==> config.mk <==
export PLATFORM = sky130hd
export DESIGN_NAME = umsc_channel
export DESIGN_NICKNAME = d
export VERILOG_FILES = /design/src/logic/umsc_channel.v
export VERILOG_INCLUDE_DIRS = /design/src /design/src/logic
export SDC_FILE = /design/constraint.sdc
export NUM_CORES = 1
export LEC_CHECK = 0
export ABC_AREA = 1
export BUFFER_PORTS_ARGS = -buffer_cell sky130_fd_sc_hd__buf_2
export CAP_MARGIN = 10
export CORE_AREA = 2 2 216 218
export CTS_CLUSTER_DIAMETER = 80
export DETAILED_ROUTE_END_ITERATION = 8
export DIE_AREA = 0 0 218 220
export GPL_TIMING_DRIVEN = 0
export RECOVER_POWER = 50
export SETUP_SLACK_MARGIN = 0.05
export SLEW_MARGIN = 25
export SYNTH_ARGS = -nofsm -noshare
export SYNTH_HDL_FRONTEND = slang
export SYNTH_SLANG_ARGS = --single-unit
==> constraint.sdc <==
create_clock -name aclk -period 5.4 [get_ports aclk]
set_clock_uncertainty 0.05 [all_clocks]
set_input_delay 1.08 -clock aclk [delete_from_list [all_inputs] [get_ports aclk]]
set_output_delay 1.08 -clock aclk [all_outputs]
set_load 0.01 [all_outputs]
==> src/logic/umsc_defs.vh <==
`ifndef UMSC_DEFS_VH
`define UMSC_DEFS_VH

// Register byte offsets on the AXI4-Lite slave
`define UMSC_OFF_MODE 8'h00
`define UMSC_OFF_STATUS 8'h04
`define UMSC_OFF_COMMAND 8'h08
`define UMSC_OFF_RXDATA 8'h0c
`define UMSC_OFF_TXDATA 8'h10

// Mode register pointer codes
`define UMSC_PTR_EXT 2'h0
`define UMSC_PTR_FMT 2'h1
`define UMSC_PTR_LINE 2'h2

// Miscellaneous commands, upper nibble of the command port; enable and disable are 2-bit codes for bits 1-0 and 3-2
`define UMSC_CMD_PTR_FMT 4'h1
`define UMSC_CMD_RESET_RX 4'h2
`define UMSC_CMD_RESET_TX 4'h3
`define UMSC_CMD_RESET_ERR 4'h4
`define UMSC_CMD_RTS_ON 4'h8
`define UMSC_CMD_RTS_OFF 4'h9
`define UMSC_CMD_PTR_EXT 4'hb
`define UMSC_CMD_ENABLE 2'b01
`define UMSC_CMD_DISABLE 2'b10

// Writable bits of the extended mode register per channel
`define UMSC_EXT_MASK_A 8'hf7
`define UMSC_EXT_MASK_B 8'hf0

// Field positions
`define UMSC_EXT_BAUD1 0
`define UMSC_EXT_TEST 1
`define UMSC_EXT_BAUD2 2
`define UMSC_EXT_TXTRIG 4
`define UMSC_EXT_RXTRIG 6
`define UMSC_EXT_WDOG 7
`define UMSC_FMT_LEN 0
`define UMSC_FMT_PTYPE 2
`define UMSC_FMT_PMODE 3
`define UMSC_FMT_ERRMODE 5
`define UMSC_FMT_RXTRIG 6
`define UMSC_FMT_RXRTS 7
`define UMSC_LINE_STOP 0
`define UMSC_LINE_CTS 4
`define UMSC_LINE_TXRTS 5
`define UMSC_LINE_LOOP 6

// Parity and loopback modes
`define UMSC_PAR_WITH 2'h0
`define UMSC_PAR_FORCE 2'h1
`define UMSC_PAR_NONE 2'h2
`define UMSC_PAR_MULTI 2'h3
`define UMSC_LOOP_ECHO 2'h1
`define UMSC_LOOP_LOCAL 2'h2
`define UMSC_LOOP_REMOTE 2'h3

// Reset values
`define UMSC_MODE_RST 8'h00

// Timing in 16x ticks
`define UMSC_HALF_LAST 4'd7
`define UMSC_BIT_LAST 4'd15
`define UMSC_STOP_LO_EXTRA 5'd8
`define UMSC_STOP_HI_EXTRA 5'd16

// AXI responses
`define UMSC_RESP_OKAY 2'b00
`define UMSC_RESP_SLVERR 2'b10

`endif

==> src/logic/umsc_channel.v <==
// Function
// - Extended mode reached after pointer command 0xB; format after reset or 0x1; access advances
// - Line control accesses keep the pointer; only pointer commands and reset move it back
// - Channel A extended bits 0 and 2 pick baud tables, bit 1 test mode
// - Unused extended mode bits ignore writes
// - Transmit trigger field gives empty-location threshold per FIFO depth
// - Receive trigger from extended bit 6 and format bit 6
// - Extended bit 7 enables receive timeout, default off
// - Format bits 1-0 give 5 to 8 data bits
// - Format bit 2 is parity sense, or address flag in multidrop
// - Format bits 4-3 choose with, forced, no parity or multidrop
// - Format bit 5 picks per-character or accumulated error reporting
// - Automatic receive or transmit RTS drive the active-low multipurpose output
// - Line control bits 3-0 set stop length in sixteenth-bit steps
// - Line control bit 4 enables CTS gating of the transmitter
// - Line control bits 7-6 select loopback mode
// - Receive ready while the receive FIFO holds a character
// - FIFO full flag stays while a waiting character refills the FIFO
// - Transmit ready while the transmit FIFO has a free location
// - Transmit empty after last stop bit; cleared by load or disable
// - Overrun on start bit with FIFO full and a waiting character
// - Parity error flag, or received address tag in multidrop
// - Framing error on low stop; line still low half bit later starts anew
// - Break flag; one FIFO entry, then inhibit until line is high
`timescale 1ns/1ps
`include "umsc_defs.vh"

module umsc_channel #(
	parameter IS_CHANNEL_A = 1,
	parameter DEEP16 = 0,
	parameter [7:0] TICK_DIV = 8'd13
)(
	input wire aclk,
	input wire aresetn,
	input wire [31:0] s_axi_awaddr,
	input wire s_axi_awvalid,
	output reg s_axi_awready,
	input wire [31:0] s_axi_wdata,
	input wire [3:0] s_axi_wstrb,
	input wire s_axi_wvalid,
	output reg s_axi_wready,
	output reg [1:0] s_axi_bresp,
	output reg s_axi_bvalid,
	input wire s_axi_bready,
	input wire [31:0] s_axi_araddr,
	input wire s_axi_arvalid,
	output reg s_axi_arready,
	output reg [31:0] s_axi_rdata,
	output reg [1:0] s_axi_rresp,
	output reg s_axi_rvalid,
	input wire s_axi_rready,
	input wire rx_line,
	input wire cts_n,
	output reg tx_line,
	output reg multipurpose_out_n,
	output reg baud_ext1,
	output reg baud_ext2,
	output reg factory_test,
	output reg timeout_enable,
	output reg rx_trigger_hit,
	output reg tx_trigger_hit
);

	localparam AW = (DEEP16 != 0) ? 4 : 3;
	localparam [4:0] DEPTH_C = (DEEP16 != 0) ? 5'd16 : 5'd8;
	localparam [7:0] EXT_MASK = (IS_CHANNEL_A != 0) ? `UMSC_EXT_MASK_A : `UMSC_EXT_MASK_B;
	localparam [6:0] R_IDLE = 7'b0000001, R_START = 7'b0000010, R_DATA = 7'b0000100,
		R_PAR = 7'b0001000, R_STOP = 7'b0010000, R_GAP = 7'b0100000, R_BRK = 7'b1000000;
	localparam [4:0] T_IDLE = 5'b00001, T_START = 5'b00010, T_DATA = 5'b00100,
		T_PAR = 5'b01000, T_STOP = 5'b10000;

	function addr_known;
		input [7:0] a;
		begin
			addr_known = (a == `UMSC_OFF_MODE) || (a == `UMSC_OFF_STATUS) ||
				(a == `UMSC_OFF_COMMAND) || (a == `UMSC_OFF_RXDATA) || (a == `UMSC_OFF_TXDATA);
		end
	endfunction

	// Parity over the active data bits only
	function parity_of;
		input [7:0] d;
		input [1:0] len;
		begin
			parity_of = ^(d & (8'hff >> (2'd3 - len)));
		end
	endfunction

	function [4:0] tx_level;
		input [1:0] code;
		begin
			case (code)
				2'd0: tx_level = DEPTH_C;
				2'd1: tx_level = (DEEP16 != 0) ? 5'd6 : 5'd4;
				2'd2: tx_level = (DEEP16 != 0) ? 5'd12 : 5'd6;
				default: tx_level = 5'd1;
			endcase
		end
	endfunction

	function [4:0] rx_level;
		input [1:0] code;
		begin
			case (code)
				2'd0: rx_level = 5'd1;
				2'd1: rx_level = (DEEP16 != 0) ? 5'd6 : 5'd3;
				2'd2: rx_level = (DEEP16 != 0) ? 5'd12 : 5'd6;
				default: rx_level = DEPTH_C;
			endcase
		end
	endfunction

	reg [7:0] extended_mode, char_format_mode, line_control_mode;
	reg [1:0] mode_ptr;
	reg rx_en, tx_en, rts_req_n;
	reg aw_held, w_held, aw_ok, w_lane;
	reg [7:0] aw_addr, w_data;
	reg [7:0] div_cnt;
	reg tick;
	reg [6:0] rstate;
	reg [3:0] rtick;
	reg [2:0] rbits;
	reg [7:0] rshift;
	reg rpar, rx_push, ovr_pulse;
	reg [10:0] rx_char, hold;
	reg hold_valid, overrun, acc_pe, acc_fe, acc_brk;
	reg [10:0] rx_mem [0:DEPTH_C-1];
	reg [AW-1:0] rx_wp, rx_rp, tx_wp, tx_rp;
	reg [4:0] rx_cnt, tx_cnt;
	reg [7:0] tx_mem [0:DEPTH_C-1];
	reg [4:0] tstate;
	reg [4:0] ttick;
	reg [2:0] tbits;
	reg [7:0] tshift;
	reg tpar, tx_bit, tx_empty;
	reg [7:0] rd_value;

	// Field decode
	wire [1:0] char_len = char_format_mode[`UMSC_FMT_LEN +: 2];
	wire par_sense = char_format_mode[`UMSC_FMT_PTYPE];
	wire [1:0] par_mode = char_format_mode[`UMSC_FMT_PMODE +: 2];
	wire err_block = char_format_mode[`UMSC_FMT_ERRMODE];
	wire auto_rx_rts = char_format_mode[`UMSC_FMT_RXRTS];
	wire [3:0] stop_code = line_control_mode[`UMSC_LINE_STOP +: 4];
	wire auto_cts = line_control_mode[`UMSC_LINE_CTS];
	wire auto_tx_rts = line_control_mode[`UMSC_LINE_TXRTS];
	wire [1:0] loop_mode = line_control_mode[`UMSC_LINE_LOOP +: 2];
	wire [2:0] last_bit = {1'b0, char_len} + 3'd4;
	wire par_used = (par_mode != `UMSC_PAR_NONE);
	wire [4:0] stop_last = stop_code[3] ? {1'b0, stop_code} + `UMSC_STOP_HI_EXTRA
		: {1'b0, stop_code} + `UMSC_STOP_LO_EXTRA;

	// Bus strobes; a read wins a cycle over a write so pointer moves never collide
	wire aw_take = s_axi_awvalid & s_axi_awready;
	wire w_take = s_axi_wvalid & s_axi_wready;
	wire ar_take = s_axi_arvalid & s_axi_arready;
	wire do_write = aw_held & w_held & ~s_axi_bvalid & ~ar_take;
	wire aw_held_nx = aw_take | (aw_held & ~do_write);
	wire w_held_nx = w_take | (w_held & ~do_write);
	wire wr_hit = do_write & w_lane & aw_ok;
	wire wr_mode = wr_hit & (aw_addr == `UMSC_OFF_MODE);
	wire wr_cmd = wr_hit & (aw_addr == `UMSC_OFF_COMMAND);
	wire wr_tx = wr_hit & (aw_addr == `UMSC_OFF_TXDATA);
	wire [3:0] misc = w_data[7:4];
	wire cmd_ptr_ext = wr_cmd & (misc == `UMSC_CMD_PTR_EXT);
	wire cmd_ptr_fmt = wr_cmd & (misc == `UMSC_CMD_PTR_FMT);
	wire cmd_reset_rx = wr_cmd & (misc == `UMSC_CMD_RESET_RX);
	wire cmd_reset_tx = wr_cmd & (misc == `UMSC_CMD_RESET_TX);
	wire cmd_reset_err = wr_cmd & (misc == `UMSC_CMD_RESET_ERR);
	wire cmd_tx_dis = wr_cmd & (w_data[3:2] == `UMSC_CMD_DISABLE);
	wire ra_ok = (s_axi_araddr[31:8] == 24'h0) & addr_known(s_axi_araddr[7:0]);
	wire rd_mode = ar_take & ra_ok & (s_axi_araddr[7:0] == `UMSC_OFF_MODE);
	wire rd_rx = ar_take & ra_ok & (s_axi_araddr[7:0] == `UMSC_OFF_RXDATA);

	// FIFO level terms
	wire rx_full = (rx_cnt == DEPTH_C);
	wire rx_pop = rd_rx & (rx_cnt != 5'd0);
	wire push_hold = rx_pop & hold_valid;
	wire push_new = rx_push & ~hold_valid & (~rx_full | rx_pop);
	wire rx_wr = push_hold | push_new;
	wire [10:0] push_data = push_hold ? hold : rx_char;
	wire to_hold = rx_push & (hold_valid | (rx_full & ~rx_pop));
	wire [10:0] head = rx_mem[rx_rp];
	wire tx_full = (tx_cnt == DEPTH_C);
	wire tx_push = wr_tx & ~tx_full;
	wire tx_pull = tstate[0] & tick & tx_en & (tx_cnt != 5'd0) & (~auto_cts | ~cts_n);
	wire tx_empty_set = tx_en & tstate[0] & (tx_cnt == 5'd0) & ~tx_push & ~cmd_tx_dis;
	wire line_in = (loop_mode == `UMSC_LOOP_LOCAL) ? tx_bit : rx_line;
	wire rx_on = rx_en & (loop_mode != `UMSC_LOOP_REMOTE);
	wire [2:0] flags = err_block ? {acc_brk, acc_fe, acc_pe}
		: ((rx_cnt != 5'd0) ? head[10:8] : 3'b000);
	wire [7:0] status = {flags, overrun, tx_empty, ~tx_full, rx_full, rx_cnt != 5'd0};

	// Mode registers, pointer and command effects
	always @(posedge aclk)
	begin
		if (!aresetn)
		begin
			extended_mode <= `UMSC_MODE_RST;
			char_format_mode <= `UMSC_MODE_RST;
			line_control_mode <= `UMSC_MODE_RST;
			mode_ptr <= `UMSC_PTR_FMT;
			rx_en <= 1'b0;
			tx_en <= 1'b0;
			rts_req_n <= 1'b1;
		end
		else
		begin
			if (wr_mode)
			begin
				if (mode_ptr == `UMSC_PTR_EXT)
					extended_mode <= w_data & EXT_MASK;
				else if (mode_ptr == `UMSC_PTR_FMT)
					char_format_mode <= w_data;
				else
					line_control_mode <= w_data;
			end
			if (cmd_ptr_ext)
				mode_ptr <= `UMSC_PTR_EXT;
			else if (cmd_ptr_fmt)
				mode_ptr <= `UMSC_PTR_FMT;
			else if ((wr_mode | rd_mode) && mode_ptr != `UMSC_PTR_LINE)
				mode_ptr <= mode_ptr + 2'd1;
			if (cmd_reset_rx || (wr_cmd && w_data[1:0] == `UMSC_CMD_DISABLE))
				rx_en <= 1'b0;
			else if (wr_cmd && w_data[1:0] == `UMSC_CMD_ENABLE)
				rx_en <= 1'b1;
			if (cmd_reset_tx || cmd_tx_dis)
				tx_en <= 1'b0;
			else if (wr_cmd && w_data[3:2] == `UMSC_CMD_ENABLE)
				tx_en <= 1'b1;
			// Transmit RTS drops once the line has gone idle
			if (wr_cmd && misc == `UMSC_CMD_RTS_ON)
				rts_req_n <= 1'b0;
			else if (wr_cmd && misc == `UMSC_CMD_RTS_OFF)
				rts_req_n <= 1'b1;
			else if (auto_tx_rts && tx_empty_set && !tx_empty)
				rts_req_n <= 1'b1;
		end
	end

	// Read data select
	always @*
	begin
		rd_value = 8'h00;
		if (s_axi_araddr[7:0] == `UMSC_OFF_MODE)
			rd_value = (mode_ptr == `UMSC_PTR_EXT) ? extended_mode
				: (mode_ptr == `UMSC_PTR_FMT) ? char_format_mode : line_control_mode;
		else if (s_axi_araddr[7:0] == `UMSC_OFF_STATUS)
			rd_value = status;
		else if (s_axi_araddr[7:0] == `UMSC_OFF_RXDATA)
			rd_value = head[7:0];
	end

	// AXI4-Lite handshakes
	always @(posedge aclk)
	begin
		if (!aresetn)
		begin
			s_axi_awready <= 1'b0;
			s_axi_wready <= 1'b0;
			s_axi_bvalid <= 1'b0;
			s_axi_bresp <= `UMSC_RESP_OKAY;
			s_axi_arready <= 1'b0;
			s_axi_rvalid <= 1'b0;
			s_axi_rresp <= `UMSC_RESP_OKAY;
			s_axi_rdata <= 32'h00000000;
			aw_held <= 1'b0;
			w_held <= 1'b0;
			aw_ok <= 1'b0;
			w_lane <= 1'b0;
			aw_addr <= 8'h00;
			w_data <= 8'h00;
		end
		else
		begin
			s_axi_awready <= ~aw_held_nx;
			s_axi_wready <= ~w_held_nx;
			aw_held <= aw_held_nx;
			w_held <= w_held_nx;
			if (aw_take)
			begin
				aw_addr <= s_axi_awaddr[7:0];
				aw_ok <= (s_axi_awaddr[31:8] == 24'h0) & addr_known(s_axi_awaddr[7:0]);
			end
			if (w_take)
			begin
				w_data <= s_axi_wdata[7:0];
				w_lane <= s_axi_wstrb[0];
			end
			if (do_write)
			begin
				s_axi_bvalid <= 1'b1;
				s_axi_bresp <= aw_ok ? `UMSC_RESP_OKAY : `UMSC_RESP_SLVERR;
			end
			else if (s_axi_bready)
				s_axi_bvalid <= 1'b0;
			if (ar_take)
			begin
				s_axi_arready <= 1'b0;
				s_axi_rvalid <= 1'b1;
				s_axi_rdata <= ra_ok ? {24'h000000, rd_value} : 32'h00000000;
				s_axi_rresp <= ra_ok ? `UMSC_RESP_OKAY : `UMSC_RESP_SLVERR;
			end
			else if (s_axi_rvalid && s_axi_rready)
				s_axi_rvalid <= 1'b0;
			else if (!s_axi_rvalid)
				s_axi_arready <= 1'b1;
		end
	end

	// 16x bit-rate enable; the baud table lives outside this block
	always @(posedge aclk)
	begin
		if (!aresetn)
		begin
			div_cnt <= 8'h00;
			tick <= 1'b0;
		end
		else if (div_cnt >= TICK_DIV - 8'd1)
		begin
			div_cnt <= 8'h00;
			tick <= 1'b1;
		end
		else
		begin
			div_cnt <= div_cnt + 8'd1;
			tick <= 1'b0;
		end
	end

	// Receive shifter; rx_char holds {break, framing, parity-or-tag, data}
	always @(posedge aclk)
	begin
		if (!aresetn || cmd_reset_rx)
		begin
			rstate <= R_IDLE;
			rtick <= 4'd0;
			rbits <= 3'd0;
			rshift <= 8'h00;
			rpar <= 1'b0;
			rx_push <= 1'b0;
			ovr_pulse <= 1'b0;
			rx_char <= 11'h000;
		end
		else
		begin
			rx_push <= 1'b0;
			ovr_pulse <= 1'b0;
			if (tick)
			begin
				rtick <= rtick + 4'd1;
				case (rstate)
					R_IDLE:
					begin
						rtick <= 4'd0;
						if (rx_on && !line_in)
							rstate <= R_START;
					end
					R_START:
						if (rtick == `UMSC_HALF_LAST)
						begin
							rtick <= 4'd0;
							rbits <= 3'd0;
							rshift <= 8'h00;
							rstate <= line_in ? R_IDLE : R_DATA;
							ovr_pulse <= ~line_in & rx_full & hold_valid;
						end
					R_DATA:
						if (rtick == `UMSC_BIT_LAST)
						begin
							rshift[rbits] <= line_in;
							rbits <= rbits + 3'd1;
							if (rbits == last_bit)
								rstate <= par_used ? R_PAR : R_STOP;
						end
					R_PAR:
						if (rtick == `UMSC_BIT_LAST)
						begin
							rpar <= line_in;
							rstate <= R_STOP;
						end
					R_STOP:
						if (rtick == `UMSC_BIT_LAST)
						begin
							rx_push <= 1'b1;
							rx_char[7:0] <= rshift;
							rx_char[8] <= (par_mode == `UMSC_PAR_MULTI) ? rpar
								: (par_mode == `UMSC_PAR_FORCE) ? (rpar != par_sense)
								: (par_mode == `UMSC_PAR_WITH) ?
								(rpar != (parity_of(rshift, char_len) ^ par_sense)) : 1'b0;
							rx_char[9] <= ~line_in & ((rshift != 8'h00) | (par_used & rpar));
							rx_char[10] <= ~line_in & (rshift == 8'h00) & ~(par_used & rpar);
							rtick <= 4'd0;
							rpar <= 1'b0;
							if (line_in)
								rstate <= R_IDLE;
							else if (rshift == 8'h00 && !(par_used && rpar))
								rstate <= R_BRK;
							else
								rstate <= R_GAP;
						end
					R_GAP:
						if (rtick == `UMSC_HALF_LAST)
						begin
							rtick <= 4'd0;
							rstate <= line_in ? R_IDLE : R_START;
						end
					R_BRK:
						if (line_in)
							rstate <= R_IDLE;
					default:
						rstate <= R_IDLE;
				endcase
			end
		end
	end

	// Receive FIFO with one waiting slot behind it
	always @(posedge aclk)
	begin
		if (rx_wr)
			rx_mem[rx_wp] <= push_data;
	end

	always @(posedge aclk)
	begin
		if (!aresetn || cmd_reset_rx)
		begin
			rx_wp <= {AW{1'b0}};
			rx_rp <= {AW{1'b0}};
			rx_cnt <= 5'd0;
			hold <= 11'h000;
			hold_valid <= 1'b0;
		end
		else
		begin
			if (rx_wr)
				rx_wp <= rx_wp + 1'b1;
			if (rx_pop)
				rx_rp <= rx_rp + 1'b1;
			if (rx_wr && !rx_pop)
				rx_cnt <= rx_cnt + 5'd1;
			else if (rx_pop && !rx_wr)
				rx_cnt <= rx_cnt - 5'd1;
			// A late character overwrites the waiting one with its flags
			if (to_hold)
			begin
				hold <= rx_char;
				hold_valid <= 1'b1;
			end
			else if (push_hold)
				hold_valid <= 1'b0;
		end
	end

	// Error flags; a new event beats a clear in the same cycle
	always @(posedge aclk)
	begin
		if (!aresetn)
		begin
			overrun <= 1'b0;
			acc_pe <= 1'b0;
			acc_fe <= 1'b0;
			acc_brk <= 1'b0;
		end
		else
		begin
			overrun <= ovr_pulse | (overrun & ~cmd_reset_err);
			acc_pe <= (rx_wr & push_data[8]) | (acc_pe & ~cmd_reset_err);
			acc_fe <= (rx_wr & push_data[9]) | (acc_fe & ~cmd_reset_err);
			acc_brk <= (rx_wr & push_data[10]) | (acc_brk & ~cmd_reset_err);
		end
	end

	// Transmit FIFO
	always @(posedge aclk)
	begin
		if (tx_push)
			tx_mem[tx_wp] <= w_data;
	end

	always @(posedge aclk)
	begin
		if (!aresetn || cmd_reset_tx)
		begin
			tx_wp <= {AW{1'b0}};
			tx_rp <= {AW{1'b0}};
			tx_cnt <= 5'd0;
		end
		else
		begin
			if (tx_push)
				tx_wp <= tx_wp + 1'b1;
			if (tx_pull)
				tx_rp <= tx_rp + 1'b1;
			if (tx_push && !tx_pull)
				tx_cnt <= tx_cnt + 5'd1;
			else if (tx_pull && !tx_push)
				tx_cnt <= tx_cnt - 5'd1;
		end
	end

	// Transmit shifter; idle line is mark
	always @(posedge aclk)
	begin
		if (!aresetn || cmd_reset_tx)
		begin
			tstate <= T_IDLE;
			ttick <= 5'd0;
			tbits <= 3'd0;
			tshift <= 8'h00;
			tpar <= 1'b0;
			tx_bit <= 1'b1;
		end
		else if (tick)
		begin
			ttick <= ttick + 5'd1;
			case (tstate)
				T_IDLE:
				begin
					ttick <= 5'd0;
					tx_bit <= 1'b1;
					if (tx_pull)
					begin
						tshift <= tx_mem[tx_rp];
						tpar <= (par_mode == `UMSC_PAR_WITH) ?
							(parity_of(tx_mem[tx_rp], char_len) ^ par_sense) : par_sense;
						tbits <= 3'd0;
						tx_bit <= 1'b0;
						tstate <= T_START;
					end
				end
				T_START, T_DATA:
					if (ttick[3:0] == `UMSC_BIT_LAST)
					begin
						ttick <= 5'd0;
						if (tstate == T_START)
						begin
							tx_bit <= tshift[0];
							tstate <= T_DATA;
						end
						else if (tbits == last_bit)
						begin
							tx_bit <= par_used ? tpar : 1'b1;
							tstate <= par_used ? T_PAR : T_STOP;
						end
						else
						begin
							tx_bit <= tshift[1];
							tshift <= {1'b0, tshift[7:1]};
							tbits <= tbits + 3'd1;
						end
					end
				T_PAR:
					if (ttick[3:0] == `UMSC_BIT_LAST)
					begin
						ttick <= 5'd0;
						tx_bit <= 1'b1;
						tstate <= T_STOP;
					end
				T_STOP:
					if (ttick == stop_last)
						tstate <= T_IDLE;
				default:
					tstate <= T_IDLE;
			endcase
		end
	end

	// Status and pin outputs
	always @(posedge aclk)
	begin
		if (!aresetn)
		begin
			tx_empty <= 1'b0;
			tx_line <= 1'b1;
			multipurpose_out_n <= 1'b1;
			baud_ext1 <= 1'b0;
			baud_ext2 <= 1'b0;
			factory_test <= 1'b0;
			timeout_enable <= 1'b0;
			rx_trigger_hit <= 1'b0;
			tx_trigger_hit <= 1'b0;
		end
		else
		begin
			if (tx_push || cmd_tx_dis || cmd_reset_tx)
				tx_empty <= 1'b0;
			else if (tx_empty_set)
				tx_empty <= 1'b1;
			if (loop_mode == `UMSC_LOOP_LOCAL)
				tx_line <= 1'b1;
			else if (loop_mode == `UMSC_LOOP_ECHO || loop_mode == `UMSC_LOOP_REMOTE)
				tx_line <= rx_line;
			else
				tx_line <= tx_bit;
			multipurpose_out_n <= rts_req_n | (auto_rx_rts & rx_full);
			baud_ext1 <= extended_mode[`UMSC_EXT_BAUD1];
			baud_ext2 <= extended_mode[`UMSC_EXT_BAUD2];
			factory_test <= extended_mode[`UMSC_EXT_TEST];
			timeout_enable <= extended_mode[`UMSC_EXT_WDOG];
			rx_trigger_hit <= rx_cnt >= rx_level({extended_mode[`UMSC_EXT_RXTRIG],
				char_format_mode[`UMSC_FMT_RXTRIG]});
			tx_trigger_hit <= (DEPTH_C - tx_cnt) >= tx_level(extended_mode[`UMSC_EXT_TXTRIG +: 2]);
		end
	end

endmodule

After elaboration in Yosys (flattened, before gate mapping)
Memories as Yosys holds them, arrays and structs flattened. A register that Yosys moved wholly into a read port is not among the register bits.
Cells that the tools add are included.
{"block": "word_totals", "register_bits": 204, "output_inout_bits": 49, "in_bits": 109, "ram_bits": 152, "romBits": 0, "n_memories": 2, "latch_bits": 0}
{"name": "rx_mem", "depth": 8, "word_bits": 11, "rd": 1, "rd_clocked_by_memory_dff": 1, "write_ports": 1, "line_no": "umsc_channel.v:127", "text": "reg [10:0] rx_mem [0:DEPTH_C-1];"}
{"name": "tx_mem", "depth": 8, "word_bits": 8, "rd": 1, "rd_clocked_by_memory_dff": 1, "write_ports": 1, "line_no": "umsc_channel.v:130", "text": "reg [7:0] tx_mem [0:DEPTH_C-1];"}
{"block": "classes", "n_eq_ne": 71, "n_mux": 104, "n_lt_le_gt_ge": 5, "div_mod_pow": 0, "mul": 0, "n_shift": 1, "addsub": 19, "n_reduce_logical": 91, "n_bitwise": 96}
{"op": "two-way mux 8 bit", "n": 12}
{"op": "two-way mux 5 bit", "n": 16}
{"op": "two-way mux 7 bit", "n": 10}
{"op": "bitwise AND 1 bit", "n": 54}
{"op": "one-hot mux 7 bit (7 select lines)", "n": 1}
{"op": "zero test 24 bit", "n": 2}
{"op": "== test 8 x 4 -> 1 bit (second input constant)", "n": 5}
{"op": "two-way mux 3 bit", "n": 13}
{"op": "one-hot mux 4 bit (3 select lines)", "n": 3}
{"op": "inequality test 2 bit (second input constant)", "n": 17}
{"op": "two-way mux 1 bit", "n": 33}
{"op": "zero test 8 bit", "n": 4}
{"op": "one-hot mux 8 bit (2 select lines)", "n": 2}
{"op": "inverter 1 bit", "n": 25}
{"op": "== test 8 x 5 -> 1 bit (second input constant)", "n": 3}
{"op": "== test 4 bit (second input constant)", "n": 5}
{"op": "one-hot mux 5 bit (4 select lines)", "n": 1}
{"op": "adder 3 x 1 -> 3 bit (second input constant)", "n": 6}
{"op": "logical AND 1 bit", "n": 17}
{"op": "bitwise AND 8 bit", "n": 2}
{"op": "== test 8 x 3 -> 1 bit (second input constant)", "n": 2}
{"op": "nonzero test 2 bit", "n": 8}
{"op": "OR reduction 2 bit", "n": 8}
{"op": "parity 8 bit", "n": 2}
{"op": "61 further kinds", "n": 136}

Logic depth before layout (Yosys ltp)
{"block": "depth", "ltp_word": 16, "mapped_depth": 20, "ltp_nobuf": 20}

Worst setup path before layout
No wires, ideal clock.
{"block": "synth_path", "path_type": "in2reg", "start": "input port s_axi_araddr[9]", "end": "register rx_cnt[4]", "n_path_buf": 0, "path_slack_ns": 1.815, "stages": 17, "arrival_time_ns": 3.419, "setup_ns": 0.116, "cell_sequence": "nor4_2 > nand4_1 > nor2_4 > nand2_4 > nor2_8 > nand2_4 > nand2_2 > ha_1 > inv_1 > fa_1 > nand2_1 > nand2_1 > a21oi_1 > nor2_1 > nor2_1 > xor2_1 > nor2_1"}
{"block": "synth_between", "elab_chain_cells": 11, "elab_cells_between_ends": 15, "cone_classes": "mux (1); bitwise (8); reduce/logical (6)"}
{"element": "from (decl)", "line_no": "umsc_channel.v:45", "text": "input wire [31:0] s_axi_araddr,"}
{"element": "zero test 24 bit (*)", "line_no": "umsc_channel.v:171", "text": "wire ra_ok = (s_axi_araddr[31:8] == 24'h0) & addr_known(s_axi_araddr[7:0]);"}
{"element": "bitwise AND 1 bit (*)", "line_no": "umsc_channel.v:171"}
{"element": "bitwise AND 1 bit (*) (2 in a row)", "line_no": "umsc_channel.v:173", "text": "wire rd_rx = ar_take & ra_ok & (s_axi_araddr[7:0] == `UMSC_OFF_RXDATA);"}
{"element": "bitwise AND 1 bit (*)", "line_no": "umsc_channel.v:177", "text": "wire rx_pop = rd_rx & (rx_cnt != 5'd0);"}
{"element": "bitwise OR 1 bit", "line_no": "umsc_channel.v:179", "text": "wire push_new = rx_push & ~hold_valid & (~rx_full | rx_pop);"}
{"element": "bitwise AND 1 bit", "line_no": "umsc_channel.v:179"}
{"element": "bitwise OR 1 bit (*)", "line_no": "umsc_channel.v:180", "text": "wire rx_wr = push_hold | push_new;"}
{"element": "via rx_wr", "line_no": "umsc_channel.v:180"}
{"element": "zero test 1 bit", "line_no": "umsc_channel.v:444", "text": "else if (rx_pop && !rx_wr)"}
{"element": "logical AND 1 bit", "line_no": "umsc_channel.v:444"}
{"element": "nonzero test 2 bit (no line)"}
{"element": "to (signal assigned)", "line_no": "umsc_channel.v:443", "text": "rx_cnt <= rx_cnt + 5'd1;"}
{"element": "to (signal assigned)", "line_no": "umsc_channel.v:445", "text": "rx_cnt <= rx_cnt - 5'd1;"}
{"element": "to (decl)", "line_no": "umsc_channel.v:129", "text": "reg [4:0] rx_cnt, tx_cnt;"}
Mark *: on every way through the listed nets, which the timed path passes. The rest lies on a longest branch.
A chain may end at the register's enable or synchronous reset.

Worst setup path after layout
{"block": "layout_path", "start": "input port s_axi_arvalid", "end": "register rx_cnt[4]"}
{"block": "layout_between", "elab_chain_cells": 10, "elab_cells_between_ends": 21, "cone_classes": "mux (1); bitwise (14); reduce/logical (6)"}
{"element": "from (decl)", "line_no": "umsc_channel.v:46", "text": "input wire s_axi_arvalid,"}
{"element": "bitwise AND 1 bit (*)", "line_no": "umsc_channel.v:156", "text": "wire ar_take = s_axi_arvalid & s_axi_arready;"}
{"element": "bitwise AND 1 bit (*) (2 in a row)", "line_no": "umsc_channel.v:173"}
{"element": "bitwise AND 1 bit (*)", "line_no": "umsc_channel.v:177"}
{"element": "bitwise OR 1 bit", "line_no": "umsc_channel.v:179"}
{"element": "bitwise AND 1 bit", "line_no": "umsc_channel.v:179"}
{"element": "bitwise OR 1 bit (*)", "line_no": "umsc_channel.v:180"}
{"element": "via rx_wr", "line_no": "umsc_channel.v:180"}
{"element": "zero test 1 bit", "line_no": "umsc_channel.v:444"}
{"element": "logical AND 1 bit", "line_no": "umsc_channel.v:444"}
{"element": "nonzero test 2 bit (no line)"}
Marks and branches as above.

==> metrics.cfg <==
[run_status]
status=completed

[grt]
grt_max_degree=16
grt_pass1_vias=12700
grt_pass1_wl_um=68730
grt.total_usage_pct=18.45
overflow=0
antenna_found_initial=1

[cells_and_area]
diodes=0
areaGrowthSynthToFinish_pct=16.55
drive_gt1_share_pct=10.80
stdcell_count=2654
finalNetCount=2169
final_util_pct=40.24

[power_and_ir_drop]
cellPowerDensity_nw_per_um2=325.4
cellLeakagePower_uw=0.007402
vdd_drop_max_mv=0.1862
power.internal_uw=4444
p_sw_share_pct=26.01
p_comb_share_pct=9.7
p_switching_uw=1562
share_seq_of_total_power_pct=47.2
clkPwrFrac_pct=43.0

[critical_path]
worst_r2r_startpoint=s_axi_arready
cp.arrival_ns=4.85
endpoint_kind=flip-flop
worstPathCellList=buf_2, nand2_1, nor3_1, nand4_1, nor2_1, nand2_4, nor2_8, nand2_1, nand2_2, ha_1, inv_1, fa_1, nand2_1, nand2_1, a21oi_1, nor2_1, nor2_1, xor2_1, nor2_1
path_max_fanout=9
cp.required_ns=5.78
rrSetupSlack_ns=0.93
rr_worst_depth=18
worst-setup-path-type=primary input to flip-flop
r2r-end=rx_cnt[4]
start_kind=primary input
cpMaxStageDelayCell=nor2_1
cpPeakStageDelay_ns=0.76

[worst_hold_path]
min_to=tshift[5]
min_delay_path_depth=2
holdCritPathClass=flip-flop to flip-flop
hold_path_startpoint=tshift[5]

[cts]
path_clk_slew_ns=0.06
numClockSinks=336
htreeDepth=2
post_cts_buffers=0
clk_latency_ns=0.57
cts_resized=0
cts_buffer_depth=3
root_buffer=clkbuf_16
cts_made_buffers=39
cts_tree=done
hold_buffers=0

[sta]
final.min_clock_period_ns=4.476
grt_setup_unrepaired=false
timing.fmax_mhz=223.4
setup_viol=0
finalSetupTns_ns=0
worst_pin_slew_ns=0.9651
maxSlewHeadroom_pct=35.42
setup_ws_ns=0.9237
slew_viol_final=0
hold_viol_final=0
post-route-period-util_pct=82.89

[route]
final_antenna_net_count=0
routedWlPerCell_um=16.57
route.vias.total=13200
viasPerCell=4.972
first_iter_violations=955
drcViolationCount=0
dr.pass1.iters=5
drt-total-wl_um=43970

[floorplanning]
initial_core_util_pct=34.53
rows=79
fp.dieH_um=220
io_pins=158
die_x_um=218
fp.dieArea_um2=47960
core_area_um2=45860

[logic_synthesis]
synthFlopType=dfxtp_1
ys_async_sr_fraction_pct=0
seq_area_frac_synth_pct=52.09
synth.area.top_cells=edfxtp_1 29%, dfxtp_1 23%, nand2_1 8.0%
synthesis.instances=1845
synth_area_um2=15840
synth-warning-count=0
ys_types=61
avgSynthCellArea_um2=8.583
synth_edf_count=152
ys_seq_elements=336
yosys.area.top_type=edfxtp_1
netlist.area_leader.share_pct=28.82

[run]
drv_cap=0

[placement]
dp_slack_ns=0.7356
portBuffers=103
place_inst=2584
place_congestion=0.8845
post-dp-hpwl_um=32330

## Yosys cell counts (8+ instances only)
| library cell | count |
|---|---|
| ha_1 | 40 |
| buf_4 | 27 |
| a21oi_1 | 120 |
| dfxtp_1 | 184 |
| o22ai_1 | 10 |
| nand3_1 | 122 |
| edfxtp_1 | 152 |
| o32ai_1 | 8 |
| xnor2_1 | 9 |
| inv_1 | 229 |
| mux2i_1 | 13 |
| o311a_1 | 8 |
| nor4_1 | 20 |
| o21ai_0 | 139 |
| mux2_4 | 8 |
| nor3_1 | 25 |
| nand2_1 | 339 |
| clkbuf_1 | 35 |
| buf_2 | 20 |
| nor2_1 | 201 |
| xor2_1 | 14 |
| a211oi_1 | 21 |
| o211ai_1 | 8 |
| nand4_1 | 15 |
| o221ai_1 | 11 |
## how the worst max path moves through the flow
stage                          startpoint        end  slack [ns]  cells after the start
after floorplan           s_axi_araddr[9]  rx_cnt[4]        1.82                     17
after global placement      s_axi_arvalid  rx_cnt[4]        0.78                     19
after detailed placement    s_axi_arvalid  rx_cnt[4]        0.74                     19
after CTS                   s_axi_arvalid  rx_cnt[4]        1.32                     19
after global routing        s_axi_arvalid  rx_cnt[4]        0.59                     19
final                       s_axi_arvalid  rx_cnt[4]        0.92                     19
## worst max-delay path, delay by kind of cell
kind / cells / cell delay (ns)
adders and majority gates: 2 / 0.68
and+or+nand+nor: 13 / 2.58
buffers and inverters: 2 / 0.20
xor gates and xnor gates: 1 / 0.16
AOI/OAI and AO/OA: 1 / 0.16
## stage by stage
stage	hold WS [ns]	total power, uW	area, um^2
2_1_floorplan	0.3630	3278	15940
3_3_place_gp	0.3935	3447	17220
3_5_place_dp	0.3990	3467	17280
4_1_cts	0.4111	6048	18520
5_1_grt	0.4380	6267	18460
6_report	0.4069	6006	18460
## per-layer routing
metal  up-vias  wire length, um  track usage, %
met4         2             1476           7.120
li1       6509                -               -
met3       102             2144           2.954
met1      6239            19530           23.41
met2       345            20810           31.47
met5         -               10               0
## logic make-up (layout without fill, tap and decap cells)
group           Yosys count  count (layout)  share of synthesized area [%]
xor+xnor                 23              23                          1.272
other cells               1              30                        0.02368
flops                   336             336                          52.09
simple gates            748             748                          20.37
buf+inv                 326             499                          8.581
mux                      21              21                          1.580
fa+ha+maj                42              42                          3.413
compound gates          348             348                          12.67
## power groups by stage
stage / logic [uW] / registers (uW) / clock network [uW]
after global routing: 669 / 2850 / 2750
after CTS: 582 / 2830 / 2630
after floorplan: 423 / 2850 / 0
after global placement: 565 / 2880 / 0
after detailed placement: 580 / 2890 / 0
final: 585 / 2840 / 2580
## cell usage in the layout (no fill, tap or decap), types with 13 or more instances in the layout
cell,netlist,routed
nand2_1,339,340
inv_1,229,230
nor2_1,201,194
dfxtp_1,184,184
edfxtp_1,152,152
o21ai_0,139,140
nand3_1,122,123
a21oi_1,120,120
buf_2,20,93
clkbuf_1,35,78
ha_1,40,40
clkbuf_16,0,39
conb_1,1,30
buf_4,27,27
a211oi_1,21,21
nor4_1,20,20
nor3_1,25,17
nand4_1,15,15
xor2_1,14,14
mux2i_1,13,13
## registers in the layout (all words and copies together) (netlist names), 7 cells and up, named ones only
signal / cells
rx_mem: 88
tx_mem: 64
hold: 11
rx_char: 11
aw_addr: 8
char_format_mode: 8
div_cnt: 8
line_control_mode: 8
rshift: 8
s_axi_rdata: 8
tshift: 8
w_data: 8
extended_mode: 7
rstate: 7
## layout make-up
type                       count  area (um^2)
clock inverter                16        170.2
timing repair buffer         103        486.7
clock buffer                  54         1072
buffer                        89        460.4
inverter                     237        889.6
fill                        4618        27410
sequential                   336         8248
tap                          607        759.5
multi-input combinational   1212         6369
Power figures use the tool's default switching activity.
